File: src/common/ussm_pkg.sv
// constants of the synchronous slave serial port
package ussm_pkg;
    // --------------------------------------------------------------
    // register byte offsets
    // --------------------------------------------------------------
    localparam logic [7:0] OFS_INTCTL = 8'h00;
    localparam logic [7:0] OFS_FLAGS = 8'h04;
    localparam logic [7:0] OFS_ENABLES = 8'h08;
    localparam logic [7:0] OFS_PRIO = 8'h0C;
    localparam logic [7:0] OFS_RXSTAT = 8'h10;
    localparam logic [7:0] OFS_TXBUF = 8'h14;
    localparam logic [7:0] OFS_TXSTAT = 8'h18;
    localparam logic [7:0] OFS_DIVISOR = 8'h1C;
    localparam logic [7:0] OFS_RXBUF = 8'h20;
    // --------------------------------------------------------------
    // field positions
    // --------------------------------------------------------------
    localparam int B_GLOBAL_IE = 7;
    localparam int B_PERIPH_IE = 6;
    localparam int B_RX_FULL = 5;
    localparam int B_TX_EMPTY = 4;
    localparam int B_PORT_EN = 7;
    localparam int B_RX_NINE = 6;
    localparam int B_SINGLE_RX = 5;
    localparam int B_CONT_RX = 4;
    localparam int B_FRAME_ERR = 2;
    localparam int B_OVERRUN = 1;
    localparam int B_RX_NINTH = 0;
    localparam int B_CLK_SRC = 7;
    localparam int B_TX_NINE = 6;
    localparam int B_TX_EN = 5;
    localparam int B_SYNC = 4;
    localparam int B_TRMT = 1;
    localparam int B_TX_NINTH = 0;
    // --------------------------------------------------------------
    // write masks and reset values
    // --------------------------------------------------------------
    localparam logic [7:0] RXSTAT_WMASK = 8'hF8;
    localparam logic [7:0] TXSTAT_WMASK = 8'hF5;
    localparam logic [7:0] FLAGS_WMASK = 8'hCF;
    localparam logic [7:0] REG_RESET = 8'h00;
    localparam logic [3:0] BITS_BYTE = 4'h8;
    localparam logic [3:0] BITS_NINE = 4'h9;
endpackage

File: src/hdl/ussm_core.sv
// synchronous slave serial port with apb register access
//
// Contract
// - shift and buffer as master mode does
// - single receive enable ignored in slave
// - first word loads shift register at once
// - second word waits, buffer empty flag clear
// - load second word, then set empty flag
// - tx flag wakes core; vector needs global
// - transmit starts only when buffer loaded
// - continuous receive works while asleep
// - finished word moves to buffer, wakes
// - full flag per word, request if enabled
// - status holds ninth bit, errors; buffer data
// - clearing continuous receive clears errors
// - shift clock comes from the partner
// - sample data on falling clock edge
// - empty flag cleared only by buffer write
`timescale 1ns/10ps
`default_nettype none
module ussm_core (
    input wire logic pclk,
    input wire logic presetn,
    input wire logic psel,
    input wire logic penable,
    input wire logic pwrite,
    input wire logic [7:0] paddr,
    input wire logic [31:0] pwdata,
    output logic [31:0] prdata,
    output logic pready,
    output logic pslverr,
    input wire logic shift_clk_in,
    input wire logic data_in,
    output logic data_out,
    output logic data_oe,
    input wire logic core_asleep,
    output logic wake,
    output logic irq
);
    typedef struct packed {
        logic ck_s1;
        logic ck_s2;
        logic ck_d;
        logic dt_s1;
        logic dt_s2;
        logic [7:0] intctl;
        logic [7:0] flags;
        logic [7:0] enables;
        logic [7:0] prio;
        logic [7:0] rxstat;
        logic [7:0] txstat;
        logic [7:0] divisor;
        logic [7:0] txbuf;
        logic tx_full;
        logic [8:0] tx_shift;
        logic tx_busy;
        logic [3:0] tx_cnt;
        logic [8:0] rx_shift;
        logic [3:0] rx_cnt;
        logic [7:0] rxbuf;
        logic rx_ninth;
        logic rx_full;
        logic overrun;
        logic rdy;
        logic [31:0] rdata;
        logic err;
        logic dout;
        logic doe;
        logic wk;
        logic irq;
    } ussm_state_t;

    ussm_state_t s_reg;
    ussm_state_t s_next;

    // --------------------------------------------------------------
    // helpers
    // --------------------------------------------------------------
    function automatic logic mapped(input logic [7:0] a);
        mapped = (a <= ussm_pkg::OFS_RXBUF) && (a[1:0] == 2'b00);
    endfunction

    logic active;
    logic ck_fall;
    logic bus_ok;
    logic wr;
    logic rd;
    logic [3:0] tx_len;
    logic [3:0] rx_len;
    logic tx_empty;
    logic rx_done;
    logic [7:0] rx_word;
    logic [7:0] flags_rd;
    logic [7:0] rxstat_rd;
    logic [7:0] txstat_rd;
    logic pend;

    // slave only when sync and port enabled and clock source external
    assign active = s_reg.rxstat[ussm_pkg::B_PORT_EN] && s_reg.txstat[ussm_pkg::B_SYNC]
        && !s_reg.txstat[ussm_pkg::B_CLK_SRC];
    assign ck_fall = s_reg.ck_d && !s_reg.ck_s2;
    assign bus_ok = psel && penable && s_reg.rdy && mapped(paddr);
    assign wr = bus_ok && pwrite;
    assign rd = bus_ok && !pwrite;
    assign tx_len = s_reg.txstat[ussm_pkg::B_TX_NINE] ? ussm_pkg::BITS_NINE : ussm_pkg::BITS_BYTE;
    assign rx_len = s_reg.rxstat[ussm_pkg::B_RX_NINE] ? ussm_pkg::BITS_NINE : ussm_pkg::BITS_BYTE;
    assign tx_empty = !s_reg.tx_full;
    assign rx_done = active && s_reg.rxstat[ussm_pkg::B_CONT_RX] && !s_reg.overrun && ck_fall
        && (s_reg.rx_cnt == rx_len - 4'h1);
    // last bit is still in the sampler; eight-bit words sit one place higher
    assign rx_word = s_reg.rxstat[ussm_pkg::B_RX_NINE] ? s_reg.rx_shift[8:1]
        : {s_reg.dt_s2, s_reg.rx_shift[8:2]};
    assign pend = (tx_empty && s_reg.enables[ussm_pkg::B_TX_EMPTY])
        || (s_reg.rx_full && s_reg.enables[ussm_pkg::B_RX_FULL]);

    always_comb begin
        flags_rd = s_reg.flags & ussm_pkg::FLAGS_WMASK;
        flags_rd[ussm_pkg::B_TX_EMPTY] = tx_empty;
        flags_rd[ussm_pkg::B_RX_FULL] = s_reg.rx_full;
        rxstat_rd = s_reg.rxstat & ussm_pkg::RXSTAT_WMASK;
        rxstat_rd[ussm_pkg::B_OVERRUN] = s_reg.overrun;
        rxstat_rd[ussm_pkg::B_FRAME_ERR] = 1'b0;
        rxstat_rd[ussm_pkg::B_RX_NINTH] = s_reg.rx_ninth;
        txstat_rd = s_reg.txstat & ussm_pkg::TXSTAT_WMASK;
        txstat_rd[ussm_pkg::B_TRMT] = !s_reg.tx_busy;
    end

    // --------------------------------------------------------------
    // next state
    // --------------------------------------------------------------
    always_comb begin
        s_next = s_reg;
        // first stage feeds only the second
        s_next.ck_s1 = shift_clk_in;
        s_next.ck_s2 = s_reg.ck_s1;
        s_next.ck_d = s_reg.ck_s2;
        s_next.dt_s1 = data_in;
        s_next.dt_s2 = s_reg.dt_s1;

        // apb: one wait state so read data leaves a flop
        s_next.rdy = psel && penable && !s_reg.rdy;
        s_next.err = psel && penable && !s_reg.rdy && !mapped(paddr);
        if (psel && penable && !s_reg.rdy) begin
            case (paddr)
                ussm_pkg::OFS_INTCTL: s_next.rdata = {24'h0, s_reg.intctl};
                ussm_pkg::OFS_FLAGS: s_next.rdata = {24'h0, flags_rd};
                ussm_pkg::OFS_ENABLES: s_next.rdata = {24'h0, s_reg.enables};
                ussm_pkg::OFS_PRIO: s_next.rdata = {24'h0, s_reg.prio};
                ussm_pkg::OFS_RXSTAT: s_next.rdata = {24'h0, rxstat_rd};
                ussm_pkg::OFS_TXBUF: s_next.rdata = {24'h0, s_reg.txbuf};
                ussm_pkg::OFS_TXSTAT: s_next.rdata = {24'h0, txstat_rd};
                ussm_pkg::OFS_DIVISOR: s_next.rdata = {24'h0, s_reg.divisor};
                ussm_pkg::OFS_RXBUF: s_next.rdata = {24'h0, s_reg.rxbuf};
                default: s_next.rdata = 32'h0;
            endcase
        end

        if (wr) begin
            case (paddr)
                ussm_pkg::OFS_INTCTL: s_next.intctl = pwdata[7:0];
                ussm_pkg::OFS_FLAGS: s_next.flags = pwdata[7:0] & ussm_pkg::FLAGS_WMASK;
                ussm_pkg::OFS_ENABLES: s_next.enables = pwdata[7:0];
                ussm_pkg::OFS_PRIO: s_next.prio = pwdata[7:0];
                ussm_pkg::OFS_RXSTAT: s_next.rxstat = pwdata[7:0] & ussm_pkg::RXSTAT_WMASK;
                ussm_pkg::OFS_TXBUF: begin
                    s_next.txbuf = pwdata[7:0];
                    s_next.tx_full = 1'b1;
                end
                ussm_pkg::OFS_TXSTAT: s_next.txstat = pwdata[7:0] & ussm_pkg::TXSTAT_WMASK;
                ussm_pkg::OFS_DIVISOR: s_next.divisor = pwdata[7:0];
                default: s_next.flags = s_reg.flags;
            endcase
        end

        // ----------------------------------------------------------
        // transmitter
        // ----------------------------------------------------------
        if (s_reg.tx_busy && active && ck_fall) begin
            s_next.tx_shift = {1'b0, s_reg.tx_shift[8:1]};
            s_next.tx_cnt = s_reg.tx_cnt + 4'h1;
            if (s_reg.tx_cnt == tx_len - 4'h1) begin
                s_next.tx_busy = 1'b0;
            end
        end
        // buffer moves only into an idle shift register
        if (!s_reg.tx_busy && s_reg.tx_full && active && s_reg.txstat[ussm_pkg::B_TX_EN]) begin
            s_next.tx_shift = {s_reg.txstat[ussm_pkg::B_TX_NINTH], s_reg.txbuf};
            s_next.tx_busy = 1'b1;
            s_next.tx_cnt = 4'h0;
            s_next.tx_full = wr && (paddr == ussm_pkg::OFS_TXBUF);
        end
        s_next.dout = s_next.tx_busy ? s_next.tx_shift[0] : 1'b0;
        s_next.doe = active && s_reg.txstat[ussm_pkg::B_TX_EN];

        // ----------------------------------------------------------
        // receiver; single receive enable plays no part here
        // ----------------------------------------------------------
        if (rd && paddr == ussm_pkg::OFS_RXBUF) begin
            s_next.rx_full = 1'b0;
        end
        // no sleep gating: the partner's clock alone drives reception
        if (active && s_reg.rxstat[ussm_pkg::B_CONT_RX] && !s_reg.overrun && ck_fall) begin
            s_next.rx_shift = {s_reg.dt_s2, s_reg.rx_shift[8:1]};
            s_next.rx_cnt = s_reg.rx_cnt + 4'h1;
            if (rx_done) begin
                s_next.rx_cnt = 4'h0;
                if (s_reg.rx_full && !(rd && paddr == ussm_pkg::OFS_RXBUF)) begin
                    s_next.overrun = 1'b1;
                end else begin
                    s_next.rxbuf = rx_word;
                    s_next.rx_ninth = s_reg.rxstat[ussm_pkg::B_RX_NINE] ? s_reg.dt_s2 : 1'b0;
                    s_next.rx_full = 1'b1;
                end
            end
        end
        if (!s_next.rxstat[ussm_pkg::B_CONT_RX]) begin
            s_next.overrun = 1'b0;
            s_next.rx_cnt = 4'h0;
        end

        // sleep does not stop the port, only the core
        s_next.wk = core_asleep && pend;
        s_next.irq = pend && s_reg.intctl[ussm_pkg::B_GLOBAL_IE] && s_reg.intctl[ussm_pkg::B_PERIPH_IE];
    end

    always_ff @(posedge pclk or negedge presetn) begin
        if (!presetn) begin
            s_reg <= '0;
        end else begin
            s_reg <= s_next;
        end
    end

    assign prdata = s_reg.rdata;
    assign pready = s_reg.rdy;
    assign pslverr = s_reg.err;
    assign data_out = s_reg.dout;
    assign data_oe = s_reg.doe;
    assign wake = s_reg.wk;
    assign irq = s_reg.irq;

    // --------------------------------------------------------------
    // checks
    // --------------------------------------------------------------
    property p_load_first;
        @(posedge pclk) disable iff (!presetn)
        (!s_reg.tx_busy && s_reg.tx_full && active && s_reg.txstat[ussm_pkg::B_TX_EN]) |=> s_reg.tx_busy;
    endproperty
    a_load_first: assert property (p_load_first) else $error("buffer not loaded into idle shifter");

    property p_hold_second;
        @(posedge pclk) disable iff (!presetn)
        (s_reg.tx_busy && s_reg.tx_full && !ck_fall) |=> s_reg.tx_full;
    endproperty
    a_hold_second: assert property (p_hold_second) else $error("second word left buffer early");

    property p_flag_after;
        @(posedge pclk) disable iff (!presetn)
        $rose(tx_empty) |-> $rose(s_reg.tx_busy);
    endproperty
    a_flag_after: assert property (p_flag_after) else $error("empty flag set without a load");

    property p_flag_clear;
        @(posedge pclk) disable iff (!presetn)
        $fell(tx_empty) |-> $past(wr) && $past(paddr) == ussm_pkg::OFS_TXBUF;
    endproperty
    a_flag_clear: assert property (p_flag_clear) else $error("empty flag cleared without write");

    property p_wake;
        @(posedge pclk) disable iff (!presetn)
        (core_asleep && tx_empty && s_reg.enables[ussm_pkg::B_TX_EMPTY]) |=> wake;
    endproperty
    a_wake: assert property (p_wake) else $error("no wake on transmit flag");

    property p_rx_full;
        @(posedge pclk) disable iff (!presetn)
        (rx_done && !s_reg.rx_full) |=> s_reg.rx_full && s_reg.rxbuf == $past(rx_word);
    endproperty
    a_rx_full: assert property (p_rx_full) else $error("received word not delivered");

    property p_err_clear;
        @(posedge pclk) disable iff (!presetn)
        (wr && paddr == ussm_pkg::OFS_RXSTAT && !pwdata[ussm_pkg::B_CONT_RX])
            |=> !s_reg.overrun && s_reg.rx_cnt == 4'h0;
    endproperty
    a_err_clear: assert property (p_err_clear) else $error("overrun kept without receive");

    property p_no_rise;
        @(posedge pclk) disable iff (!presetn)
        !ck_fall |=> s_reg.rx_cnt == $past(s_reg.rx_cnt) || s_reg.rx_cnt == 4'h0;
    endproperty
    a_no_rise: assert property (p_no_rise) else $error("receiver moved off a falling edge");

    property p_apb;
        @(posedge pclk) disable iff (!presetn)
        (psel && penable && !pready) |=> pready ##1 !pready;
    endproperty
    a_apb: assert property (p_apb) else $error("apb answer not after one wait");

    c_tx: cover property (@(posedge pclk) disable iff (!presetn) $fell(s_reg.tx_busy));
    c_rx: cover property (@(posedge pclk) disable iff (!presetn) $rose(s_reg.rx_full));
    c_ovr: cover property (@(posedge pclk) disable iff (!presetn) $rose(s_reg.overrun));
endmodule
`default_nettype wire

File: config.mk
export PLATFORM = sky130hd
export DESIGN_NAME = ussm_core
export DESIGN_NICKNAME = d
export VERILOG_FILES = /design/src/common/ussm_pkg.sv /design/src/hdl/ussm_core.sv
export SDC_FILE = /design/constraint.sdc
export NUM_CORES = 1
export LEC_CHECK = 0
export BUFFER_PORTS_ARGS = -buffer_cell sky130_fd_sc_hd__buf_2
export CORE_UTILIZATION = 45
export CTS_CLUSTER_DIAMETER = 40
export DETAILED_ROUTE_END_ITERATION = 7
export GPL_TIMING_DRIVEN = 0
export HOLD_SLACK_MARGIN = 0.06
export PLACE_DENSITY = 0.66
export SLEW_MARGIN = 40
export SYNTH_ARGS = -nofsm -noshare
export SYNTH_HDL_FRONTEND = slang
export SYNTH_SLANG_ARGS = --single-unit
File: constraint.sdc
create_clock -name pclk -period 6.1 [get_ports pclk]
set_clock_uncertainty 0.2 [all_clocks]
set_input_delay 0.61 -clock pclk [delete_from_list [all_inputs] [get_ports pclk]]
set_output_delay 0.61 -clock pclk [all_outputs]
set_load 0.02 [all_outputs]
==> parameters.txt, run 1 <==
Parameter                              Value

Outcome
  Result of the run ... finished, final reports clean

Synth
  Adder and majority gate portion of the synthesized area ... 0.00446
  Number of warnings reported in the yosys synthesis log ... 0
  Simple-gate share of the synthesized area ... 0.125
  Main combinational cell family by area after synthesis ... multiplexers
  Largest area contributor in the synthesized netlist ... sky130_fd_sc_hd__dfrtp_1
  Synthesis-stage register bit count ... 114
  Share of the synthesized area in compound gates (AO/OA/AOI/OAI) ... 0.0951
  Fraction of synthesized cell area taken by the top area cell type ... 0.509
  Synthesized instance count ... 481
  Top cells by area, synth ... sky130_fd_sc_hd__dfrtp_1 51%, sky130_fd_sc_hd__mux2_2 16%, sky130_fd_sc_hd__buf_4 4.3%
  Average instance area after synthesis ... 11.7 sq um
  EDFF count, synth ... 0
  Total standard cell area after synthesis ... 5610 sq um
  Mux cell area share after synthesis ... 0.194
  Unique masters post-synth ... 60
  Synthesized-area fraction occupied by xor and xnor cells ... 0.00625
  Most frequently used flop master after synthesis ... sky130_fd_sc_hd__dfrtp_1
  Seq/Total Area, Yosys ... 0.509
  Ys async rst share ... 1.00

Route
  Remaining routing DRC violations ... 0
  Initial drt markers ... 290
  Wirelength, routed ... 13,600 microns
  Number of vias per cell after detailed routing ... 5.41
  Count of nets left with antenna violations after detail routing ... 0
  Vias post-DR ... 4,005
  Routed length per instance ... 18.4 microns
  Initial DRT Pass Iterations ... 4

Layout
  Synth-to-Final Area Change ... 20.1%
  Post-route non-filler standard cell count ... 740
  Count of inserted antenna diode cells ... 0
  Net count reported at finish ... 610
  Leading cell types in the layout, fill and taps excluded ... 114 x sky130_fd_sc_hd__dfrtp_1, 82 x sky130_fd_sc_hd__mux2_2, 44 x sky130_fd_sc_hd__nand2_1
  Final instance area ... 6730 sq um
  Layout cell share with drive strength beyond 1 ... 0.329
  Post-route core utilization ... 0.558
  Number of flip-flops in the largest register ... 83
  Most frequent standard cell in the layout excluding fill and tap cells ... sky130_fd_sc_hd__dfrtp_1

Place
  Post-placement setup slack ... 2.91 ns
  Post-detailed-placement cell area ... 6130 sq um
  Cells after DPL ... 708
  Buffers added on ports ... 35
  Global placer's final weighted congestion ... 0.889
  HPWL after DPL ... 9560 microns

Clocking
  Root buf cell ... sky130_fd_sc_hd__clkbuf_16
  Clock insertion delay at the later pin of the skew report ... 0.42 ns
  Clock sink count ... 114
  CTS Buffer Depth ... 2
  Buffers inserted during post-CTS setup optimization ... 0
  Number of clock buffers inserted by TritonCTS ... 17
  Clock-pin slew of the registers on the worst-case setup and hold paths ... 0.05 ns
  Number of instances resized during post-cts repair ... 0
  CTS tree ... done
  Post-CTS Hold Buffers ... 1
  # H-tree levels ... 4

Floorplanning
  IO Pins ... 86
  Chip width ... 114 microns
  Rows ... 40
  Core box area ... 12,100 sq um
  Floorplan die area ... 12,900 sq um
  Vert. Die Dim ... 114 microns
  Initial standard-cell utilization of the core ... 0.465

Critical path
  Maximum fanout encountered on the critical timing path ... 10
  Maximum cell stage delay along the critical path ... 0.65 ns
  Number of cells on the worst reg-to-reg path ... 5
  Slowest cell on the critical path ... sky130_fd_sc_hd__nor4_4
  Worst path cell trace ... clkbuf_1 > clkbuf_1 > nand2_1 > nor4_4 > mux2_2
  Critical path's most frequent cell ... sky130_fd_sc_hd__clkbuf_1
  Cell type group with the largest total delay on the critical path ... simple AND/OR/NAND/NOR gates
  Worst reg2reg endpoint ... s_reg[49]
  Crit path to ... s_reg[114]
  Stages on worst setup path ... 5
  Worst setup EP type ... register
  Beginning of the critical path ... paddr[3]
  Start-to-end type of the worst setup path ... input pin to register
  Arrival time of the worst setup path ... 2.88 ns
  Critical path data required time ... 6.20 ns
  Category of the worst setup path launch point ... input pin
  Setup slack on the worst flop-to-flop path ... 3.43 ns
  Buffers and inverters on the worst path ... 2
  Startpoint of the worst register-to-register path ... pready

GRT
  Global Route Usage Sum ... 0.231
  Largest net degree at the start of global routing ... 70
  Remaining global-route overflow ... 0
  Via count of the first global-routing pass ... 3,912
  Wire length of the first global-routing pass ... 21,900 microns
  Antenna violations before repair ... 0

Timing
  Summed negative setup slack over all endpoints ... 0 ns
  Min Hold Slack ... 0.0982 ns
  Final cycle utilization of the critical path ... 0.456
  Setup repair after global routing missed its margin ... false
  Crit path setup slack, layout ... 3.32 ns
  Max-slew violation count ... 0
  Maximum operating frequency ... 0.360 GHz
  Final-report setup violation count ... 0
  Actual transition at the worst max-transition pin ... 0.778 ns
  Final Hold Viols ... 0
  Slew margin rel. ... 0.478
  Clock period minus worst slack ... 2.78 ns

Min path
  Kind of path behind the tightest hold check ... input pin to register

Power and ir drop
  Power density over the cells ... 278 nW/um^2
  Leak pwr ... 3.35 nW
  Max VDD drop ... 178 uV
  Total power ... 1.87 mW

Job
  Number of max-cap violations ... 0
## cells by family (layout without fill, tap and decap cells)
group,Yosys count,in the layout
xor gates and xnor gates,4,4
AOI/OAI and AO/OA,73,73
DFF,114,114
and+or+nand+nor,127,127
buffers and inverters,63,131
muxes,97,97
other,1,24
adders and majority gates,2,2
## final cells by class
type	instances	area, sq um
plain buffers	57	345
clock buffers	26	489
clock inverters	5	100
fillers	1067	5330
inverters	6	22.5
multi-input cells	327	2490
flip-flops and latches	114	2850
well taps	168	210
repair buffers	37	223
## cells in the mapped netlist (5+ instances only)
cell / n
sky130_fd_sc_hd__a22oi_1: 8
sky130_fd_sc_hd__mux2i_1: 13
sky130_fd_sc_hd__nand3_1: 8
sky130_fd_sc_hd__a21o_1: 6
sky130_fd_sc_hd__nand2_1: 44
sky130_fd_sc_hd__buf_4: 32
sky130_fd_sc_hd__o21ai_0: 8
sky130_fd_sc_hd__clkbuf_1: 20
sky130_fd_sc_hd__nor2_1: 18
sky130_fd_sc_hd__dfrtp_1: 114
sky130_fd_sc_hd__nor2b_1: 7
sky130_fd_sc_hd__inv_1: 5
sky130_fd_sc_hd__nand4_1: 6
sky130_fd_sc_hd__and3_1: 5
sky130_fd_sc_hd__a21oi_1: 15
sky130_fd_sc_hd__mux2_2: 82
sky130_fd_sc_hd__nor3_1: 6
sky130_fd_sc_hd__a22o_1: 8
## worst reg2reg max path: stages, from the launching register on
cell	delay (ns)
sky130_fd_sc_hd__dfrtp_1	0.37
sky130_fd_sc_hd__nand4_1	0.46
sky130_fd_sc_hd__or4_1	0.66
sky130_fd_sc_hd__clkbuf_1	0.24
sky130_fd_sc_hd__mux2i_1	0.50
sky130_fd_sc_hd__nor3_1	0.10
## worst min-delay path by stage
stage / from / depth (start not counted) / slack, ns / endpoint
floorplan: presetn / 0 / 0.11 / data_oe
global placement: s_next[141] / 0 / 0.13 / s_reg[141]
detailed placement: s_next[141] / 0 / 0.14 / s_reg[141]
CTS: data_in / 1 / 0.08 / s_next[141]
global route: data_in / 1 / 0.09 / s_next[141]
finish: data_in / 1 / 0.1 / s_next[141]
## routing by layer
layer,global-route usage,routed length [microns]
met4,0.0956,283
met2,0.355,6310
met5,0,0
met1,0.311,6130
met3,0.0632,869
## power breakdown
part           switching, mW  internal (mW)
sequential           0.00258          0.762
combinational         0.0720         0.0345
clock                  0.329          0.670
total                  0.404           1.47
(Power assumes the default switching activity.)
==> run 2, diff against run 1 <==
Settings changed: ABC_AREA set to 1, PLACE_DENSITY 0.66 to 0.68.
Clock period 6.1 ns to 2.5 ns, I/O delays scaled along.
==> run 2 against run 1 <==
Against the previous run:
- register-to-register slack got worse by 2.9 ns
- flip-flop and latch count unchanged
- die area is 1.2% higher
- highest routed layer unchanged
- critical endpoint is now prdata[2]
- via count is 21% higher
- sequential share of layout area down 1.5 points
==> parameters.txt, run 2 <==
Parameter                              Value

Synth
  Unique masters post-synth ... 34 (-43%)
  EDFF count, synth ... 0 (unchanged)
  Total standard cell area after synthesis ... 5670 sq um (+1.2%)
  Synthesis-stage register bit count ... 114 (unchanged)
  Fraction of synthesized cell area taken by the top area cell type ... 0.503 (-0.00606)
  Average instance area after synthesis ... 8.02 sq um (-31%)
  Most frequently used flop master after synthesis ... sky130_fd_sc_hd__dfrtp_1
  Ys async rst share ... 1.00 (unchanged)
  Most used standard cell by instance count after synthesis ... sky130_fd_sc_hd__nand2_1
  Top cells by area, synth ... sky130_fd_sc_hd__dfrtp_1 50%, sky130_fd_sc_hd__nand2_1 15%, sky130_fd_sc_hd__nand3_1 5.6%
  Largest area contributor in the synthesized netlist ... sky130_fd_sc_hd__dfrtp_1
  Number of warnings reported in the yosys synthesis log ... 0 (unchanged)
  Seq/Total Area, Yosys ... 0.503 (-0.00606)
  Synthesized instance count ... 707 (+47%)
  Post-synth top cells ... 223 x sky130_fd_sc_hd__nand2_1, 114 x sky130_fd_sc_hd__dfrtp_1, 64 x sky130_fd_sc_hd__nand3_1

Power and ir drop
  Switch Pwr ... 0.983 mW (+140%)
  Max VDD drop ... 446 uV (+150%)
  Flop pwr share ... 0.385 (-0.024)
  Leak pwr ... 3.82 nW (+14%)
  Combinational share of power ... 0.048 (-0.009)
  Power density over the cells ... 692 nW/um^2 (+150%)
  Switch share ... 0.203 (-0.0125)
  Clock power share ... 0.567 (+0.033)
  Internal Pwr Total ... 3.85 mW (+160%)

Route
  Count of nets left with antenna violations after detail routing ... 0 (unchanged)
  Initial DRT Pass Iterations ... 4 (unchanged)
  Remaining routing DRC violations ... 0 (unchanged)
  Vias post-DR ... 4,846 (+21%)
  Initial drt markers ... 384 (+32%)
  Routed length per instance ... 14.3 microns (-22%)
  Number of vias per cell after detailed routing ... 4.94 (-8.6%)
  Wirelength, routed ... 14,000 microns (+3.3%)

Timing
  Min Hold Slack ... 0.0987 ns (+0.000423 ns)
  Clock period minus worst slack ... 2.22 ns
  Max-slew violation count ... 0 (unchanged)
  Final-report setup violation count ... 0 (unchanged)
  Maximum operating frequency ... 0.449 GHz
  Setup repair after global routing missed its margin ... false
  Crit path setup slack, layout ... 0.275 ns (-3.04 ns)
  Slew margin rel. ... 0.614 (+0.136)
  Final Hold Viols ... 0 (unchanged)
  Final cycle utilization of the critical path ... 0.890
  Actual transition at the worst max-transition pin ... 0.579 ns (-0.199 ns)

Layout
  Leading cell types in the layout, fill and taps excluded ... 223 x sky130_fd_sc_hd__nand2_1, 114 x sky130_fd_sc_hd__dfrtp_1, 64 x sky130_fd_sc_hd__nand3_1
  Net count reported at finish ... 849 (+39%)
  Number of flip-flops in the largest register ... 83 (unchanged)
  Synth-to-Final Area Change ... 23.1%
  Count of inserted antenna diode cells ... 0 (unchanged)
  Post-route non-filler standard cell count ... 980 (+32%)
  Layout cell share with drive strength beyond 1 ... 0.174 (-0.155)
  Most frequent standard cell in the layout excluding fill and tap cells ... sky130_fd_sc_hd__nand2_1

Floorplanning
  Rows ... 40 (unchanged)
  IO Pins ... 86 (unchanged)
  Initial standard-cell utilization of the core ... 0.466 (+0.00173)
  Core box area ... 12,200 sq um (+0.83%)
  Chip width ... 114 microns (+0.59%)
  Vert. Die Dim ... 114 microns (+0.59%)
  Floorplan die area ... 13,100 sq um (+1.2%)

Critical path
  Arrival time of the worst setup path ... 2.32 ns (-0.56 ns)
  Number of cells on the worst reg-to-reg path ... 9 (+4)
  Category of the worst setup path launch point ... input pin
  Worst setup EP type ... register
  Setup slack on the worst flop-to-flop path ... 0.53 ns (-2.90 ns)
  Start-to-end type of the worst setup path ... input pin to register
  Startpoint of the worst register-to-register path ... rxstat_rd[7]
  Maximum fanout encountered on the critical timing path ... 10 (unchanged)
  Critical path data required time ... 2.60 ns (-3.60 ns)
  Worst reg2reg endpoint ... data_out

GRT
  Antenna violations before repair ... 0 (unchanged)
  Remaining global-route overflow ... 0 (unchanged)
  Largest net degree at the start of global routing ... 71 (+1.4%)
  Wire length of the first global-routing pass ... 23,900 microns (+9.2%)
  Global Route Usage Sum ... 0.242 (+0.0102)
  Via count of the first global-routing pass ... 4,762 (+22%)

Clocking
  Root buf cell ... sky130_fd_sc_hd__clkbuf_16
  Number of instances resized during post-cts repair ... 0 (unchanged)
  Clock-pin slew of the registers on the worst-case setup and hold paths ... 0.05 ns (about the same)
  CTS Buffer Depth ... 2 (unchanged)
  Clock sink count ... 114 (unchanged)
  Clock insertion delay at the later pin of the skew report ... 0.41 ns (about the same)
  Buffers inserted during post-CTS setup optimization ... 0 (unchanged)
  Number of clock buffers inserted by TritonCTS ... 17 (unchanged)
  CTS tree ... done
  # H-tree levels ... 4 (unchanged)

Min path
  Worst Hold Depth ... 3 (+2)
  Kind of path behind the tightest hold check ... input pin to register
  Hold path startpoint ... pwrite
  Endpoint of the worst hold path ... rxstat_rd[5]

Outcome
  Result of the run ... finished, final reports clean

Place
  Cells after DPL ... 935 (+32%)
  HPWL after DPL ... 9930 microns (+3.9%)
  Post-placement setup slack ... 0.562 ns (-2.34 ns)
  Global placer's final weighted congestion ... 0.883 (-0.65%)
  Buffers added on ports ... 36 (+2.9%)

Job
  Number of max-cap violations ... 0 (unchanged)
## run 2: cell count changes in the layout (fill, tap and decap cells not counted), sizes merged, moves of 19 or more
cell    before  now
o21ai        8   83
clkbuf      46   27
mux2        83    0
nand3        8   65
nor2        18   73
nand2       44  228
inv          5   65
## run 2: area by class of cell
class / count / area (sq um)
Clock inverter: 10 / 204
Multi-Input combinational cell: 500 / 2310
Clock buffer: 22 / 464
Fill cell: 1143 / 5180
Buffer: 50 / 348
Tap cell: 168 / 210
Sequential cell: 114 / 2850
Inverter: 66 / 248
Timing Repair Buffer: 50 / 348
## run 2: metal layers
metal	track usage	part of all wire	vias up
met5	0	0	-
met3	0.0498	0.061	36
met2	0.377	0.46	170
li1	-	-	2386
met1	0.320	0.44	2254
met4	0.122	0.033	0
## run 2: critical path, cell delays in order
cell,delay [ns]
sky130_fd_sc_hd__dlygate4sd3_1,0.52
sky130_fd_sc_hd__buf_2,0.09
sky130_fd_sc_hd__nand2_1,0.07
sky130_fd_sc_hd__dlygate4sd3_1,0.58
sky130_fd_sc_hd__nor2_2,0.30
sky130_fd_sc_hd__clkinv_1,0.32
sky130_fd_sc_hd__nand2_1,0.14
sky130_fd_sc_hd__nand2_1,0.06
## run 2: stage by stage
stage | util | area, sq um | TNS (ns) | total power [mW]
global placement | 0.506 | 6150 | -39.37 | 2.10
finish | 0.574 | 6990 | 0 | 4.83
CTS | 0.574 | 6990 | 0 | 4.87
detailed placement | 0.509 | 6190 | 0 | 2.11
global route | 0.574 | 6990 | 0 | 4.98
floorplan | - | 5760 | 0 | 2.01
## run 2: power groups by stage
stage	clock (mW)	sequential, mW	combinational, mW
floorplan	0	1.90	0.113
global placement	0	1.89	0.208
detailed placement	0	1.89	0.218
CTS	2.77	1.86	0.234
global route	2.87	1.86	0.256
finish	2.74	1.86	0.233
## run 2: worst max path at each step
| stage | slack [ns] | endpoint | startpoint |
|---|---|---|---|
| 2_1_floorplan | 0.70 | s_reg[110] | pready |
| 3_3_place_gp | -0.35 | s_next[141] | presetn |
| 3_5_place_dp | 0.56 | s_reg[110] | paddr[0] |
| 6_report | 0.28 | prdata[2] | penable |
| 4_1_cts | 0.25 | prdata[2] | penable |
| 5_1_grt | 0.1 | prdata[6] | penable |
## run 2: cell families (layout without fill, tap and decap cells)
family,count (synthesis),count (layout),share of synthesized area
AO/OA/AOI/OAI,96,96,0.0937
XOR/XNOR,3,3,0.00463
adder cells (fa/ha/maj),2,2,0.00441
buffers and inverters,116,198,0.105
flip-flops,114,114,0.503
other,1,24,0.000661
AND/OR/NAND/NOR,375,375,0.289
## run 2: what timing repair did
item / in CTS / in global routing
endpoints found under the hold margin: 166 / 0
endpoints found under the setup margin: 0 / 0
hold buffers: 13 / 0
